==> src/core/gamma_dac_regs.svh <==
`ifndef GAMMA_DAC_REGS_SVH
`define GAMMA_DAC_REGS_SVH

// Upper six bits of the 7-bit slave address; value is arbitrary
`define GD_SLAVE_ADDR_HIGH 6'h2B
// Pointer span and slot layout
`define GD_PTR_WIDTH 5
`define GD_LAST_SLOT 5'h1B
`define GD_FIRST_GAP_SLOT 5'h0C
`define GD_FIRST_BANK1_SLOT 5'h10
`define GD_BANK1_INDEX_OFFSET 5'h04
// Register array shape
`define GD_NUM_REGS 24
`define GD_IDX_WIDTH 5
`define GD_CODE_WIDTH 10
// Field positions inside the first data byte
`define GD_UPDATE_FLAG_BIT 7
`define GD_CODE_HIGH_MSB 1
// Reset value of every gamma code
`define GD_CODE_RESET 10'h000

`endif

==> src/core/gamma_dac_pkg.sv <==
package gamma_dac_pkg;

	// Serial engine states
	typedef enum logic [2:0] {
		ST_IDLE,
		ST_ADDR,
		ST_REG,
		ST_WDATA,
		ST_ACK,
		ST_RDATA,
		ST_MACK
	} i2c_state_t;

	// State of the serial engine
	typedef struct packed {
		i2c_state_t state;
		i2c_state_t after;
		logic [2:0] bit_cnt;
		logic [7:0] shift;
		logic byte_done;
		logic ack_ok;
		logic [4:0] ptr;
		logic hi_phase;
		logic [7:0] hold;
		logic sda_oe;
		logic sda_lvl;
		logic upd;
		logic wr_en;
		logic [4:0] wr_idx;
		logic [9:0] wr_data;
	} engine_t;

	// State of the line watcher
	typedef struct packed {
		logic scl_q;
		logic sda_q;
		logic scl_p;
		logic sda_p;
	} watch_t;

	// State of the code store
	typedef struct packed {
		logic [23:0][9:0] staged;
		logic [23:0][9:0] active;
	} store_t;

endpackage

==> src/core/i2c_line_watch.sv <==
`timescale 1ns/1ns
`default_nettype none
module i2c_line_watch (
	input wire logic clk, // System clock
	input wire logic reset_n, // Async reset, active low
	input wire logic scl, // Clock line level
	input wire logic sda, // Data line level
	output logic sda_now, // Registered data level
	output logic scl_rise, // Clock rising pulse
	output logic scl_fall, // Clock falling pulse
	output logic start_seen, // START or repeated START pulse
	output logic stop_seen // STOP pulse
);
	gamma_dac_pkg::watch_t r_reg;
	gamma_dac_pkg::watch_t r_next;

	////////////////////////////////////////////////////////////////////////////
	// Sample and keep one step of history
	always_comb begin
		r_next.scl_q = scl;
		r_next.sda_q = sda;
		r_next.scl_p = r_reg.scl_q;
		r_next.sda_p = r_reg.sda_q;
	end

	always_ff @(posedge clk or negedge reset_n) begin
		if (!reset_n) begin
			r_reg <= 4'hF;
		end else begin
			r_reg <= r_next;
		end
	end

	////////////////////////////////////////////////////////////////////////////
	// Edge and bus condition pulses
	assign sda_now = r_reg.sda_q;
	assign scl_rise = r_reg.scl_q & ~r_reg.scl_p;
	assign scl_fall = ~r_reg.scl_q & r_reg.scl_p;
	assign start_seen = r_reg.scl_q & r_reg.scl_p & r_reg.sda_p & ~r_reg.sda_q;
	assign stop_seen = r_reg.scl_q & r_reg.scl_p & ~r_reg.sda_p & r_reg.sda_q;
endmodule
`default_nettype wire

==> src/core/gamma_code_store.sv <==
`timescale 1ns/1ns
`default_nettype none
`include "gamma_dac_regs.svh"
module gamma_code_store (
	input wire logic clk, // System clock
	input wire logic reset_n, // Async reset, active low
	input wire logic wr_en, // Write one code, pulse
	input wire logic [4:0] wr_idx, // Register index 0..23
	input wire logic [9:0] wr_data, // Code to write
	input wire logic upd, // Copy all codes to outputs, pulse
	input wire logic [4:0] rd_idx, // Read index
	output logic [9:0] rd_data, // Staged code at read index
	output logic [239:0] codes // Active codes, register 0 lowest
);
	gamma_dac_pkg::store_t r_reg;
	gamma_dac_pkg::store_t r_next;

	////////////////////////////////////////////////////////////////////////////
	// Staged write, then optional copy of the whole set
	always_comb begin
		r_next = r_reg;
		for (int i = 0; i < `GD_NUM_REGS; i++) begin
			if (wr_en && wr_idx == i[4:0]) begin
				r_next.staged[i] = wr_data;
			end
		end
		if (upd) begin
			r_next.active = r_next.staged; // Includes the word just written
		end
	end

	always_ff @(posedge clk or negedge reset_n) begin
		if (!reset_n) begin
			r_reg <= '0;
		end else begin
			r_reg <= r_next;
		end
	end

	assign rd_data = (rd_idx < 5'h18) ? r_reg.staged[rd_idx] : `GD_CODE_RESET;
	assign codes = r_reg.active;
endmodule
`default_nettype wire

==> src/core/gamma_dac_i2c.sv <==
// Contract
// Pointer auto-increments over 28 codes, reaching all 24 registers in a burst.
// Slots 12 through 15 (codes 0x0C-0x0F) are answered with NACK.
// From slot 16 onward acknowledge resumes, reaching the second bank.
// Master gives first address only; pointer advances after each two-byte word.
// Successive words go to consecutive registers until data stops or STOP.
// STOP or START before a second byte leaves that register unchanged.
// Master reads by writing register address, then repeated START with read bit.
// Device acknowledges write address, register address, then read address.
// Device sends contents from selected register on, auto-incrementing; master acknowledges.
// Master NACKs the last wanted byte, then sends STOP.
// Read ends and SDA is released on STOP, START or master NACK.
// Address byte bit 0 picks direction; zero means write.
// Code travels high byte first, bits 9:8 in first byte; write after second.
// Word with bit 15 set copies all codes to the outputs at once.
// Words aimed at unacknowledged slots are dropped, yet pointer still advances.
`timescale 1ns/1ns
`default_nettype none
`include "gamma_dac_regs.svh"
module gamma_dac_i2c (
	input wire logic CLK_SYS, // System clock, 250 MHz
	input wire logic RESET_N, // Async reset, active low
	input wire logic SCL, // Serial clock level
	input wire logic SDA_IN, // Serial data level
	output logic SDA_OUT, // Serial data drive level, always low
	output logic SDA_OE, // High while pulling data low
	input wire logic SLAVE_ADDRESS_SELECT_PIN, // Low bit of slave address
	output logic UPDATE_ALL, // One-cycle pulse when outputs are refreshed
	output logic [239:0] DAC_CODES // Active codes, register 0 in bits 9:0
);
	gamma_dac_pkg::engine_t r_reg;
	gamma_dac_pkg::engine_t r_next;

	logic sda_now;
	logic scl_rise;
	logic scl_fall;
	logic start_seen;
	logic stop_seen;
	logic [4:0] rd_idx;
	logic [9:0] rd_data;
	logic [7:0] rd_byte;

	////////////////////////////////////////////////////////////////////////////
	// Slot decoding

	// True for slots that hold a register
	function automatic logic slot_ok(input logic [4:0] slot);
		if (slot < `GD_FIRST_GAP_SLOT) begin
			slot_ok = 1'b1;
		end else if (slot >= `GD_FIRST_BANK1_SLOT && slot <= `GD_LAST_SLOT) begin
			slot_ok = 1'b1;
		end else begin
			slot_ok = 1'b0;
		end
	endfunction

	// Register index of a slot, bank 1 folded down past the gap
	function automatic logic [4:0] slot_index(input logic [4:0] slot);
		if (slot >= `GD_FIRST_BANK1_SLOT) begin
			slot_index = slot - `GD_BANK1_INDEX_OFFSET;
		end else begin
			slot_index = slot;
		end
	endfunction

	// Pointer step with wrap after the last slot
	function automatic logic [4:0] next_ptr(input logic [4:0] slot);
		if (slot >= `GD_LAST_SLOT) begin
			next_ptr = 5'h00;
		end else begin
			next_ptr = slot + 5'h01;
		end
	endfunction

	// Address byte names this device; direction bit set aside
	function automatic logic addr_hit(input logic [7:0] b, input logic sel);
		addr_hit = (b[7:1] == {`GD_SLAVE_ADDR_HIGH, sel});
	endfunction

	// First byte of a code on the wire, flag and spare bits zero
	function automatic logic [7:0] code_high(input logic [9:0] code);
		code_high = {6'h00, code[9:8]};
	endfunction

	// Second byte of a code on the wire
	function automatic logic [7:0] code_low(input logic [9:0] code);
		code_low = code[7:0];
	endfunction

	// Code rebuilt from the held first byte and the second byte
	function automatic logic [9:0] code_join(input logic [7:0] hi, input logic [7:0] lo);
		code_join = {hi[`GD_CODE_HIGH_MSB:0], lo};
	endfunction

	////////////////////////////////////////////////////////////////////////////
	// Bus line watcher
	i2c_line_watch u_watch (
		.clk(CLK_SYS),
		.reset_n(RESET_N),
		.scl(SCL),
		.sda(SDA_IN),
		.sda_now(sda_now),
		.scl_rise(scl_rise),
		.scl_fall(scl_fall),
		.start_seen(start_seen),
		.stop_seen(stop_seen)
	);

	////////////////////////////////////////////////////////////////////////////
	// Code store
	gamma_code_store u_store (
		.clk(CLK_SYS),
		.reset_n(RESET_N),
		.wr_en(r_reg.wr_en),
		.wr_idx(r_reg.wr_idx),
		.wr_data(r_reg.wr_data),
		.upd(r_reg.upd),
		.rd_idx(rd_idx),
		.rd_data(rd_data),
		.codes(DAC_CODES)
	);

	////////////////////////////////////////////////////////////////////////////
	// Engine events
	logic bit_in; // Receive phase takes a data bit
	logic byte_in; // Received byte reaches its acknowledge slot
	logic next_byte; // Master acknowledged; load the next byte

	assign bit_in = scl_rise && !r_reg.byte_done;
	assign byte_in = scl_fall && r_reg.byte_done;
	assign next_byte = scl_fall && r_reg.ack_ok;

	////////////////////////////////////////////////////////////////////////////
	// Byte to send for the current pointer and half
	always_comb begin
		// Store index of the pointer's slot
		rd_idx = slot_index(r_reg.ptr);
		if (!slot_ok(r_reg.ptr)) begin
			rd_byte = 8'h00; // Gap slots read as zero
		end else if (!r_reg.hi_phase) begin
			rd_byte = code_high(rd_data);
		end else begin
			rd_byte = code_low(rd_data);
		end
	end

	////////////////////////////////////////////////////////////////////////////
	// Serial engine
	always_comb begin
		// Hold by default; strobes last one cycle
		r_next = r_reg;
		r_next.wr_en = 1'b0;
		r_next.upd = 1'b0;
		r_next.sda_lvl = 1'b0;
		if (start_seen) begin
			// Fresh address phase; a half word in flight is dropped
			r_next.state = gamma_dac_pkg::ST_ADDR;
			r_next.bit_cnt = 3'h0;
			r_next.byte_done = 1'b0;
			r_next.ack_ok = 1'b0;
			r_next.hi_phase = 1'b0;
			r_next.sda_oe = 1'b0;
		end else if (stop_seen) begin
			// Bus released; session over
			r_next.state = gamma_dac_pkg::ST_IDLE;
			r_next.byte_done = 1'b0;
			r_next.ack_ok = 1'b0;
			r_next.hi_phase = 1'b0;
			r_next.sda_oe = 1'b0;
		end else begin
			case (r_reg.state)
				gamma_dac_pkg::ST_ADDR, gamma_dac_pkg::ST_REG, gamma_dac_pkg::ST_WDATA: begin
					// Receive phases share the shifter
					if (bit_in) begin
						// Shift in, MSB first
						r_next.shift = {r_reg.shift[6:0], sda_now};
						r_next.bit_cnt = r_reg.bit_cnt + 3'h1;
						if (r_reg.bit_cnt == 3'h7) begin
							r_next.byte_done = 1'b1;
						end
					end else if (byte_in) begin
						// Byte complete; acknowledge slot follows
						r_next.byte_done = 1'b0;
						r_next.state = gamma_dac_pkg::ST_ACK;
						case (r_reg.state)
							gamma_dac_pkg::ST_ADDR: begin
								// Own address acknowledged; others ignored
								if (addr_hit(r_reg.shift, SLAVE_ADDRESS_SELECT_PIN)) begin
									r_next.sda_oe = 1'b1;
									r_next.hi_phase = 1'b0;
									if (r_reg.shift[0]) begin
										r_next.after = gamma_dac_pkg::ST_RDATA;
									end else begin
										r_next.after = gamma_dac_pkg::ST_REG;
									end
								end else begin
									r_next.state = gamma_dac_pkg::ST_IDLE;
								end
							end
							gamma_dac_pkg::ST_REG: begin
								// Register byte loads the pointer
								r_next.ptr = r_reg.shift[4:0];
								r_next.hi_phase = 1'b0;
								r_next.sda_oe = slot_ok(r_reg.shift[4:0]);
								r_next.after = gamma_dac_pkg::ST_WDATA;
							end
							default: begin
								// Data byte, first half then second half
								r_next.sda_oe = slot_ok(r_reg.ptr);
								r_next.after = gamma_dac_pkg::ST_WDATA;
								if (!r_reg.hi_phase) begin
									r_next.hold = r_reg.shift;
									r_next.hi_phase = 1'b1;
								end else begin
									// Second byte completes the word
									if (slot_ok(r_reg.ptr)) begin
										r_next.wr_en = 1'b1;
										r_next.wr_idx = slot_index(r_reg.ptr);
										r_next.wr_data = code_join(r_reg.hold, r_reg.shift);
										r_next.upd = r_reg.hold[`GD_UPDATE_FLAG_BIT];
									end
									r_next.ptr = next_ptr(r_reg.ptr);
									r_next.hi_phase = 1'b0;
								end
							end
						endcase
					end
				end
				gamma_dac_pkg::ST_ACK: begin
					// Acknowledge slot ends on the clock fall
					if (scl_fall) begin
						r_next.state = r_reg.after;
						r_next.bit_cnt = 3'h0;
						r_next.sda_oe = 1'b0;
						if (r_reg.after == gamma_dac_pkg::ST_RDATA) begin
							// First bit of the first read byte
							r_next.shift = rd_byte;
							r_next.sda_oe = ~rd_byte[7];
						end
					end
				end
				gamma_dac_pkg::ST_RDATA: begin
					// Shift out, most significant bit first
					if (scl_fall) begin
						if (r_reg.bit_cnt == 3'h7) begin
							// Eighth bit out; release for the answer
							r_next.sda_oe = 1'b0;
							r_next.state = gamma_dac_pkg::ST_MACK;
						end else begin
							r_next.shift = {r_reg.shift[6:0], 1'b0};
							r_next.sda_oe = ~r_reg.shift[6];
							r_next.bit_cnt = r_reg.bit_cnt + 3'h1;
						end
					end
				end
				gamma_dac_pkg::ST_MACK: begin
					// Master answer to the byte just sent
					if (scl_rise) begin
						if (sda_now) begin
							r_next.state = gamma_dac_pkg::ST_IDLE;
						end else begin
							r_next.ack_ok = 1'b1;
							r_next.hi_phase = ~r_reg.hi_phase;
							if (r_reg.hi_phase) begin
								r_next.ptr = next_ptr(r_reg.ptr);
							end
						end
					end else if (next_byte) begin
						// Load the next byte of the burst
						r_next.ack_ok = 1'b0;
						r_next.state = gamma_dac_pkg::ST_RDATA;
						r_next.bit_cnt = 3'h0;
						r_next.shift = rd_byte;
						r_next.sda_oe = ~rd_byte[7];
					end
				end
				gamma_dac_pkg::ST_IDLE: begin
					// Nothing to do until a START
					r_next.sda_oe = 1'b0;
				end
				default: begin
					// Unused codes fall back to idle
					r_next.state = gamma_dac_pkg::ST_IDLE;
					r_next.sda_oe = 1'b0;
				end
			endcase
		end
	end

	// Engine state register
	always_ff @(posedge CLK_SYS or negedge RESET_N) begin
		if (!RESET_N) begin
			r_reg <= '0;
		end else begin
			r_reg <= r_next;
		end
	end

	////////////////////////////////////////////////////////////////////////////
	// Pin outputs
	assign SDA_OUT = r_reg.sda_lvl;
	assign SDA_OE = r_reg.sda_oe;
	assign UPDATE_ALL = r_reg.upd;
endmodule
`default_nettype wire

==> config.mk <==
export PLATFORM = sky130hd
export DESIGN_NAME = gamma_dac_i2c
export DESIGN_NICKNAME = d
export VERILOG_FILES = /design/src/core/gamma_dac_pkg.sv /design/src/core/i2c_line_watch.sv /design/src/core/gamma_code_store.sv /design/src/core/gamma_dac_i2c.sv
export VERILOG_INCLUDE_DIRS = /design/src /design/src/core
export SDC_FILE = /design/constraint.sdc
export NUM_CORES = 1
export LEC_CHECK = 0
export ABC_AREA = 1
export BUFFER_PORTS_ARGS = -buffer_cell sky130_fd_sc_hd__buf_4
export CAP_MARGIN = 0
export CORE_MARGIN = 4
export CORE_UTILIZATION = 60
export DETAILED_ROUTE_END_ITERATION = 7
export PLACE_DENSITY = 0.87
export SETUP_SLACK_MARGIN = 0.2
export SYNTH_ARGS = -nofsm -noshare
export SYNTH_HDL_FRONTEND = slang
export SYNTH_HIERARCHICAL = 1
export SYNTH_SLANG_ARGS = --single-unit
==> constraint.sdc <==
create_clock -name CLK_SYS -period 3.6 [get_ports CLK_SYS]
set_input_delay 0.72 -clock CLK_SYS [delete_from_list [all_inputs] [get_ports CLK_SYS]]
set_output_delay 0.72 -clock CLK_SYS [all_outputs]
set_load 0.05 [all_outputs]
==> results of run 1 <==
power by group:
| group | internal [mW] | switching [mW] |
|---|---|---|
| clock network | 3.12 | 2.30 |
| registers | 6.01 | 0.0789 |
| logic | 0.135 | 0.344 |
layout make-up:
type                       count  area (um2)  area share [%]
clock buffer                  78        1550            5.69
tap                          532         666            2.44
timing repair buffer         280        2210            8.11
multi-input combinational   1735        8350            30.6
clock inverter                17         169           0.620
sequential                   530       13300            48.7
inverter                     274        1030            3.78
cell usage after synthesis (3+ instances only):
cell / n
a21oi_1: 17
a22oi_1: 5
buf_1: 19
buf_2: 78
buf_4: 247
buf_6: 3
clkbuf_1: 68
dfrtp_1: 526
dfstp_2: 4
ha_1: 7
inv_1: 264
inv_2: 9
mux2_2: 40
nand2_1: 830
nand3_1: 146
nor2_1: 110
nor2_2: 7
nor3_1: 4
nor3_2: 4
o211ai_1: 20
o21ai_0: 233
o21ai_1: 194
o21ai_2: 95
xor2_1: 3
stage by stage:
stage	power, mW	util, %	cell area [um2]	hold WS, ns
global placement	6.66	62.0	25500	0.374
CTS	12.1	66.1	27200	0.168
global route	12.4	66.1	27200	0.200
floorplan	6.44	-	25200	0.368
finish	12.0	66.1	27200	0.153
detailed placement	6.68	62.0	25500	0.377
cell families after synthesis:
family / Yosys count / synth area share (%)
compound gates: 570 / 13.0
other cells: 1 / 0.0149
flops: 530 / 52.6
simple gates: 1113 / 17.7
buf+inv: 689 / 14.4
fa+ha+maj: 7 / 0.347
mux: 41 / 1.82
xor+xnor: 3 / 0.104
path summary, 6_finish.rpt:
kind | from | endpoint | depth (start not counted)
min in group CLK_SYS | SCL | u_watch/r_next[1] | 1
min | RESET_N | u_store/codes[212] | 1
max in group asynchronous | RESET_N | u_store/codes[15] | 2
max reg2reg | r_reg[30] | SDA_OE | 14
max | r_reg[30] | SDA_OE | 14
min reg2reg | u_watch/r_next[1] | u_watch/r_reg[1] | 0
worst max-delay path: stages, from the launching register on:
cell	delay, ns
dfrtp_1	0.46
inv_1	0.16
ha_1	0.31
o21ai_0	0.21
inv_1	0.20
nor2_1	0.52
nand3_1	0.16
nand2_1	0.10
nand2_1	0.07
nor2_1	0.13
nor2_1	0.06
a21oi_1	0.13
nand2_1	0.06
nand4_1	0.07
nand2_1	0.05
layer usage:
metal / routed length, um / vias to the layer above
met2: 32100 / 1099
li1: - / 8982
met4: 3490 / 0
met1: 26800 / 9536
met5: 0 / -
met3: 5860 / 245
==> flow_summary.toml, run 1 <==
[grt]
grt_util_met3_pct = 5.45
met2_usage_pct = 47.0
grt_max_degree = 288
overflow = 0
antenna_found_initial = 0
grt_pass1_wl_um = 107000
groute.usage.overall_pct = 29.9
top_usage_layer = "met2"
grt_pass1_vias = 19371
use_met1_pct = 40.8

[sta]
max_freq_ghz = 0.358
slew_viol_final = 0
max-slew-margin-rel_pct = 33.9
hold_viol_final = 0
rsz0062_at_grt = "false"
setup_tns_ns = 0
finClkSkew_ns = 0.0223
layout_setup_ws_ns = 0.808
finalCritPeriodShare_pct = 77.5
fin_crit_ns = 2.79
setup-violations-final = 0
worst_slew_pin_slew_ns = 0.992

[logic_synthesis]
synth_area_leaders = "dfrtp_1, nand2_1, buf_4"
post_synth_num_cell_types = 39
ys_seq_area_share_pct = 52.6
synth_top_area_share_pct = 52.1
synth.avg_cell_area_um2 = 8.54
yosys.area.top_type = "dfrtp_1"
ys_ff_latch = 530
ys.flop_type = "dfrtp_1"
syn_nets = 2966
syn_area_um2 = 25200
synth-edff-count = 0
yosys_warnings = 6
netlist_instances = 2954
ys_async_sr_fraction_pct = 100

[die]
die_y_um = 213
initial_core_util_pct = 61.3
ios = 248
core_area_um2 = 41200
rows = 74
die_area_um2 = 45400
fp.dieW_um = 213

[pwr]
p_per_area_nw_per_um2 = 440
p_leak_nw = 12.7
vdd.ir_drop.worst_mv = 0.320

[route]
routed_wl_um = 68300
vias_per_cell = 5.76
ant_nets = 0
wl_per_cell_um = 19.8
vias = 19862
dr.pass1.iters = 6
drt_first_iter_violations = 2592
drc = 0

[place]
post-dp-hpwl_um = 46000
io_buffer_count = 246
place_congestion = 0.931
dp_cells = 3351
dp_slack_ns = 0.875

[cts]
htree_num_levels = 2
post_cts_buffers = 0
clockBufferDepth = 3
ctsResizeCount = 0
clock_latency_ns = 0.60
path_clk_slew_ns = 0.06
tritoncts = "built"
cts_buffers = 51
numClockSinks = 530
holdBufCountCts = 0
cts_root_buf = "clkbuf_16"

[setup_path]
critical_path_arrival_ns = 3.27
crit_type = "register to register"
cp-start-kind = "register"
crit_fanout = 11
rrSetupSlack_ns = 0.81
crit_required_ns = 4.08
setup.worst_path.end_class = "register"

[cells_and_area]
final_common_cell = "nand2_1"
n_fill_cell = 3192
fin_nets = 2884
instances_no_fill = 3446
num_antenna_cells = 0
drive_gt1_share_pct = 18.4
syn2layout_area_growth_pct = 7.95
final_cell_mix = "nand2_1, dfrtp_1, buf_4"

[flow_run]
drv_cap = 0

[worst_hold_path]
min_path_type = "input port to asynchronous set/reset pin"

[run_status]
status = "complete, no violations"
(Power assumes the default switching activity.)
==> run 2, diff against run 1 <==
--- a/config.mk
+++ b/config.mk
@@ -6,13 +6,13 @@
 export SDC_FILE = /design/constraint.sdc
 export NUM_CORES = 1
 export LEC_CHECK = 0
-export ABC_AREA = 1
+export ABC_AREA = 0
 export BUFFER_PORTS_ARGS = -buffer_cell sky130_fd_sc_hd__buf_4
 export CAP_MARGIN = 0
 export CORE_MARGIN = 4
-export CORE_UTILIZATION = 60
+export CORE_UTILIZATION = 59
 export DETAILED_ROUTE_END_ITERATION = 7
-export PLACE_DENSITY = 0.87
+export PLACE_DENSITY = 0.86
 export SETUP_SLACK_MARGIN = 0.2
 export SYNTH_ARGS = -nofsm -noshare
 export SYNTH_HDL_FRONTEND = slang
==> constraint.sdc (replaced) <==
create_clock -name CLK_SYS -period 2.85 [get_ports CLK_SYS]
set_input_delay 0.57 -clock CLK_SYS [delete_from_list [all_inputs] [get_ports CLK_SYS]]
set_output_delay 0.57 -clock CLK_SYS [all_outputs]
set_load 0.05 [all_outputs]
==> run 2 against run 1 <==
Non-clock buffer count rose by 38. Final cell count fell by 31%. Sequential power rose by 29%. Largest power group unchanged.
==> flow_summary.toml, run 2 <==
[pwr]
sequentialPowerShare_pct = 48.7
p_per_area_nw_per_um2 = 587
total_power_mw = 16.1
switching_share_pct = 23.7
vdd.ir_drop.worst_mv = 0.458
p_int_mw = 12.3
clkPwrFrac_pct = 43.7
switchingPower_mw = 3.83
p_leak_nw = 13.8
pwr-share-comb_pct = 7.5

[setup_path]
crit_fanout = 8
crit_top_cell = "buf_12"
setup.worst_path.end_class = "register"
timing.rr.end = "r_reg[41]"
crit_required_ns = 3.33
slowest_delay_ns = 0.49
cp-endpoint = "r_reg[41]"
cp-start-kind = "register"
cp_cell_sequence = "inv_2, ha_4, nor2_4, buf_12, buf_12, mux4_2, mux2_4, nand2_2, nand3_1, a22o_1, mux2_2"
crit_type = "register to register"
r2r-start = "r_reg[31]"
cp_slowest_cell = "mux4_2"
crit_start = "r_reg[31]"
rrSetupSlack_ns = 0.23
worst-r2r-cell-count = 11
critical_path_arrival_ns = 3.10

[cts]
tritoncts = "built"
cts_buffers = 53
cts_root_buf = "clkbuf_16"
clock_latency_ns = 0.60
clockBufferDepth = 3
path_clk_slew_ns = 0.06
htree_num_levels = 2
numClockSinks = 530

[worst_hold_path]
min_path_type = "input port to register"

[cells_and_area]
fin_util_pct = 67.0
num_antenna_cells = 0
final-seq-area_um2 = 13300
final_common_cell = "dfrtp_1"
instances_no_fill = 2373
multiInputGateArea_um2 = 9110
n_fill_cell = 2763
stdcell_area_um2 = 27500
drive_gt1_share_pct = 53.3
syn2layout_area_growth_pct = 11.8
final_cell_mix = "dfrtp_1, mux2_2, buf_4"
fin_nets = 1812

[sta]
setup_tns_ns = 0
layout_setup_ws_ns = 0.231
finalCritPeriodShare_pct = 91.9
fin_crit_ns = 2.62
max-slew-margin-rel_pct = 17.6
worst_slew_pin_slew_ns = 1.24
finClkSkew_ns = 0.0175
hold_viol_final = 0
setup-violations-final = 0
rsz0062_at_grt = "true"
hold_ws_ns = 0.0898
max_freq_ghz = 0.382
slew_viol_final = 0

[run_status]
status = "complete, no violations"

[route]
drt_first_iter_violations = 1067
ant_nets = 0
dr.pass1.iters = 5
vias = 14318
vias_per_cell = 6.03
routed_wl_um = 61700
drc = 0
wl_per_cell_um = 26.0

[die]
ios = 248
die_y_um = 212
core_area_um2 = 41000
die_area_um2 = 45000
initial_core_util_pct = 60.0
fp.dieW_um = 212
rows = 74

[logic_synthesis]
post_synth_num_cell_types = 78
synth-edff-count = 0
syn_area_um2 = 24600
ys_seq_area_share_pct = 53.9
yosys_warnings = 6
yosys.area.top_type = "dfrtp_1"
synth.avg_cell_area_um2 = 14.0
synth_common_cells = "dfrtp_1, mux2_2, buf_4, nand2_1, clkbuf_1"
syn_nets = 1768
netlist_instances = 1756
ys_async_sr_fraction_pct = 100
ys_ff_latch = 530
ys.flop_type = "dfrtp_1"
yosysMostFrequentCell = "dfrtp_1"
synth_area_leaders = "dfrtp_1, mux2_2, buf_4"
synth_top_area_share_pct = 53.5

[grt]
antenna_found_initial = 0
groute.usage.overall_pct = 27.1
grt_pass1_wl_um = 93700
grt_max_degree = 81
grt_pass1_vias = 15150
overflow = 0

[place]
dp_slack_ns = 0.165
placed_cell_area_um2 = 25600
place_congestion = 0.921
dp_cells = 2267
io_buffer_count = 246
post-dp-hpwl_um = 42300

[flow_run]
drv_cap = 0
==> run 2: cell types whose count changed after synthesis, sizes merged, moves of 92 or more <==
cell	before	now
nor2	119	27
inv	273	11
nand3	148	24
nand2	832	57
o21ai	522	24
mux2	40	519
==> run 2: cell families (layout without fill, tap and decap cells) <==
group	after synthesis	count (layout)	synth area share [%]
buf+inv	340	425	9.16
fa+ha+maj	7	7	0.356
flops	530	530	53.9
simple gates	169	169	3.80
other cells	1	1	0.0152
compound gates	96	96	2.89
mux	610	610	29.7
xor+xnor	3	3	0.107
==> run 2: layout make-up <==
class / count / share of cell area, %
timing repair buffer: 318 / 9.55
inverter: 11 / 0.150
multi-input combinational: 886 / 33.1
tap: 532 / 2.42
clock buffer: 84 / 5.91
sequential: 530 / 48.3
clock inverter: 12 / 0.528
==> run 2: worst max-delay path, delay by kind of cell (launching register included) <==
kind	cells	cell delay, ns
AO/OA/AOI/OAI	1	0.20
AND/OR/NAND/NOR	3	0.36
buffers and inverters	3	0.38
adder cells (fa/ha/maj)	1	0.16
multiplexers	3	1.02
flip-flops	1	0.37
==> run 2: worst min path at each step <==
stage / startpoint / depth (start not counted) / end / slack (ns)
floorplan: RESET_N / 0 / SDA_OE / 0.27
global route: SCL / 1 / u_watch/r_next[1] / 0.07
detailed placement: u_watch/r_next[1] / 0 / u_watch/r_reg[1] / 0.38
CTS: SCL / 1 / u_watch/r_next[1] / 0.07
global placement: u_watch/r_next[1] / 0 / u_watch/r_reg[1] / 0.38
finish: SCL / 1 / u_watch/r_next[1] / 0.09
==> run 2: layer usage <==
layer / vias to the layer above / wire [um] / global-route usage [%]
met5: - / 0 / 0
met4: 0 / 2350 / 9.70
met3: 126 / 4130 / 5.22
met2: 571 / 29600 / 43.1
met1: 7513 / 25500 / 37.9
li1: 6108 / - / -
==> run 2: power by group through the flow <==
stage               logic, mW  clock network, mW  registers (mW)
finish                   1.21               7.06            7.87
global route             1.34               7.50            7.87
CTS                      1.19               7.17            7.86
detailed placement       1.18                  0            8.00
global placement         1.15                  0            7.99
floorplan               0.819                  0            7.88
==> run 2: what timing repair did <==
item,in CTS,in global routing
gates resized for setup,1,13
endpoints found under the setup margin,4,9
setup buffers,1,7
hold buffers,1,0
hold endpoints to repair,34,0
cloned,0,1
pin swaps,0,1
==> run 3, diff against run 2 <==
--- a/config.mk
+++ b/config.mk
@@ -10,9 +10,9 @@
 export BUFFER_PORTS_ARGS = -buffer_cell sky130_fd_sc_hd__buf_4
 export CAP_MARGIN = 0
 export CORE_MARGIN = 4
-export CORE_UTILIZATION = 59
+export CORE_UTILIZATION = 60
 export DETAILED_ROUTE_END_ITERATION = 7
-export PLACE_DENSITY = 0.86
+export PLACE_DENSITY = 0.87
 export SETUP_SLACK_MARGIN = 0.2
 export SYNTH_ARGS = -nofsm -noshare
 export SYNTH_HDL_FRONTEND = slang
==> constraint.sdc (replaced) <==
create_clock -name CLK_SYS -period 3.14 [get_ports CLK_SYS]
set_input_delay 0.628 -clock CLK_SYS [delete_from_list [all_inputs] [get_ports CLK_SYS]]
set_output_delay 0.628 -clock CLK_SYS [all_outputs]
set_load 0.05 [all_outputs]
==> run 3 against run 2 <==
The flow now finishes with violations (negative hold slack). Largest power group unchanged. Via count shrank 0.18%. Sequential cell count is the same. Utilization grew 0.52 points. Clock-buffer cell count shrank 12. Worst hold slack lost 0.099 ns. Register-to-register slack gained 0.10 ns. Sequential share of layout area grew 0.73 points. Clock power shrank 8.1%. Critical path depth shrank 3.
==> flow_summary.toml, run 3 (synthesis gave the netlist of run 2 again) <==
[run_status]
status = "complete, but fails checks"
violations = "negative hold slack"

[cells_and_area]
final_cell_mix = "dfrtp_1, mux2_2, buf_4"
syn2layout_area_growth_pct = 10.1
final_common_cell = "dfrtp_1"
fin_nets = 1773
n_fill_cell = 2652
instances_no_fill = 2328
drive_gt1_share_pct = 52.3
multiInputGateArea_um2 = 9080
fin_util_pct = 67.5
final-seq-area_um2 = 13300

[grt]
grt_pass1_vias = 15083
antenna_found_initial = 0
groute.usage.overall_pct = 27.0
overflow = 0
grt_pass1_wl_um = 92500
grt_max_degree = 106

[setup_path]
worst-path-buf-inv = 2
crit_required_ns = 3.61
slowest_delay_ns = 0.65
critPathTopFamily = "multiplexers"
cp-start-kind = "register"
crit_type = "register to register"
critical_path_arrival_ns = 3.28
crit_fanout = 21
cp_cell_sequence = "buf_12, buf_4, mux2i_1, nand2_1, a32oi_1, o21ai_0, a22o_1, mux2_2"
setup.worst_path.end_class = "register"
cp_slowest_cell = "dfrtp_4"

[sta]
max_freq_ghz = 0.356
setup_tns_ns = 0
max-slew-margin-rel_pct = 11.7
finClkSkew_ns = 0.0221
slew_viol_final = 0
finalCritPeriodShare_pct = 89.4
hold_ws_ns = -0.00903
hold_viol_final = 8
worst_slew_pin_slew_ns = 1.33
rsz0062_at_grt = "false"
fin_crit_ns = 2.81
setup-violations-final = 0

[route]
drt_first_iter_violations = 1213
wl_per_cell_um = 26.1
dr.pass1.iters = 5
drc = 0
ant_nets = 0
vias = 14292
vias_per_cell = 6.14
routed_wl_um = 60700

[place]
dp_cells = 2232
post-dp-hpwl_um = 41400
io_buffer_count = 246
place_congestion = 0.957

[cts]
tritoncts = "built"
holdBufCountCts = 0
htree_num_levels = 2
path_clk_slew_ns = 0.06
clock_latency_ns = 0.60
numClockSinks = 530
cts_buffers = 52
clockBufferDepth = 3
post_cts_buffers = 0
cts_root_buf = "clkbuf_16"
ctsResizeCount = 0

[pwr]
p_per_area_nw_per_um2 = 542
sequentialPowerShare_pct = 48.7
pwr-share-comb_pct = 7.1
switching_share_pct = 23.9
vdd.ir_drop.worst_mv = 0.404
clkPwrFrac_pct = 44.2
total_power_mw = 14.7
p_leak_nw = 13.6
p_int_mw = 11.2
switchingPower_mw = 3.51

[die]
die_y_um = 210
core_area_um2 = 40100
fp.dieW_um = 210
die_area_um2 = 44300
initial_core_util_pct = 61.3
rows = 73
ios = 248

[worst_hold_path]
min_path_type = "input port to asynchronous set/reset pin"

[flow_run]
drv_cap = 0
run 3: changes by cell type in the layout (fill, tap and decap cells not counted), moves of 2 or more:
cell / before / now
buf_4: 298 / 268
bufinv_16: 3 / 6
clkbuf_8: 14 / 9
clkinvlp_4: 1 / 5
clkinv_2: 6 / 9
clkbuf_16: 56 / 53
buf_12: 15 / 11
clkbuf_1: 15 / 10
inv_2: 2 / 0
inv_1: 9 / 11
run 3: metal layers:
metal	track usage [%]	vias to the layer above	wire (um)
met1	36.6	7544	24600
met4	8.52	0	2160
li1	-	6024	-
met5	0	-	0
met3	6.10	129	4240
met2	44.1	595	29700
run 3: path summary, 6_finish.rpt:
| kind | start | end | slack [ns] | cells past startpoint |
|---|---|---|---|---|
| setup / recovery | r_reg[29] | r_reg[40] | 0.33 | 8 |
| hold reg to reg | u_watch/r_next[1] | u_watch/r_reg[1] | 0.39 | 0 |
| min in group CLK_SYS | SCL | u_watch/r_next[1] | 0.15 | 1 |
| setup reg to reg | r_reg[29] | r_reg[40] | 0.33 | 8 |
| max in group asynchronous | RESET_N | u_watch/sda_now | 2.22 | 2 |
| hold / removal | RESET_N | u_store/codes[224] | -0.009 | 1 |
run 3: area by class of cell:
type	instances	area share, %
sequential	530	49.0
multi-input combinational	886	33.5
timing repair buffer	280	8.30
clock buffer	72	5.49
tap	525	2.43
clock inverter	23	1.07
inverter	11	0.152
antenna	1	0.00924
run 3: stage by stage:
stage | setup slack [ns] | instance area, um2 | hold slack, ns
floorplan | 0.414 | 24600 | 0.332
global placement | 0.383 | 25300 | 0.380
detailed placement | 0.329 | 25300 | 0.380
CTS | 0.302 | 27100 | 0.00600
global route | 0.263 | 27100 | 0.0135
finish | 0.332 | 27100 | -0.00903
run 3: power by group through the flow:
| stage | clock network [mW] | logic, mW | registers, mW |
|---|---|---|---|
| 6_report | 6.49 | 1.04 | 7.15 |
| 5_1_grt | 6.85 | 1.15 | 7.16 |
| 4_1_cts | 6.56 | 1.03 | 7.13 |
| 3_5_place_dp | 0 | 1.03 | 7.26 |
| 3_3_place_gp | 0 | 1.00 | 7.25 |
| 2_1_floorplan | 0 | 0.743 | 7.15 |
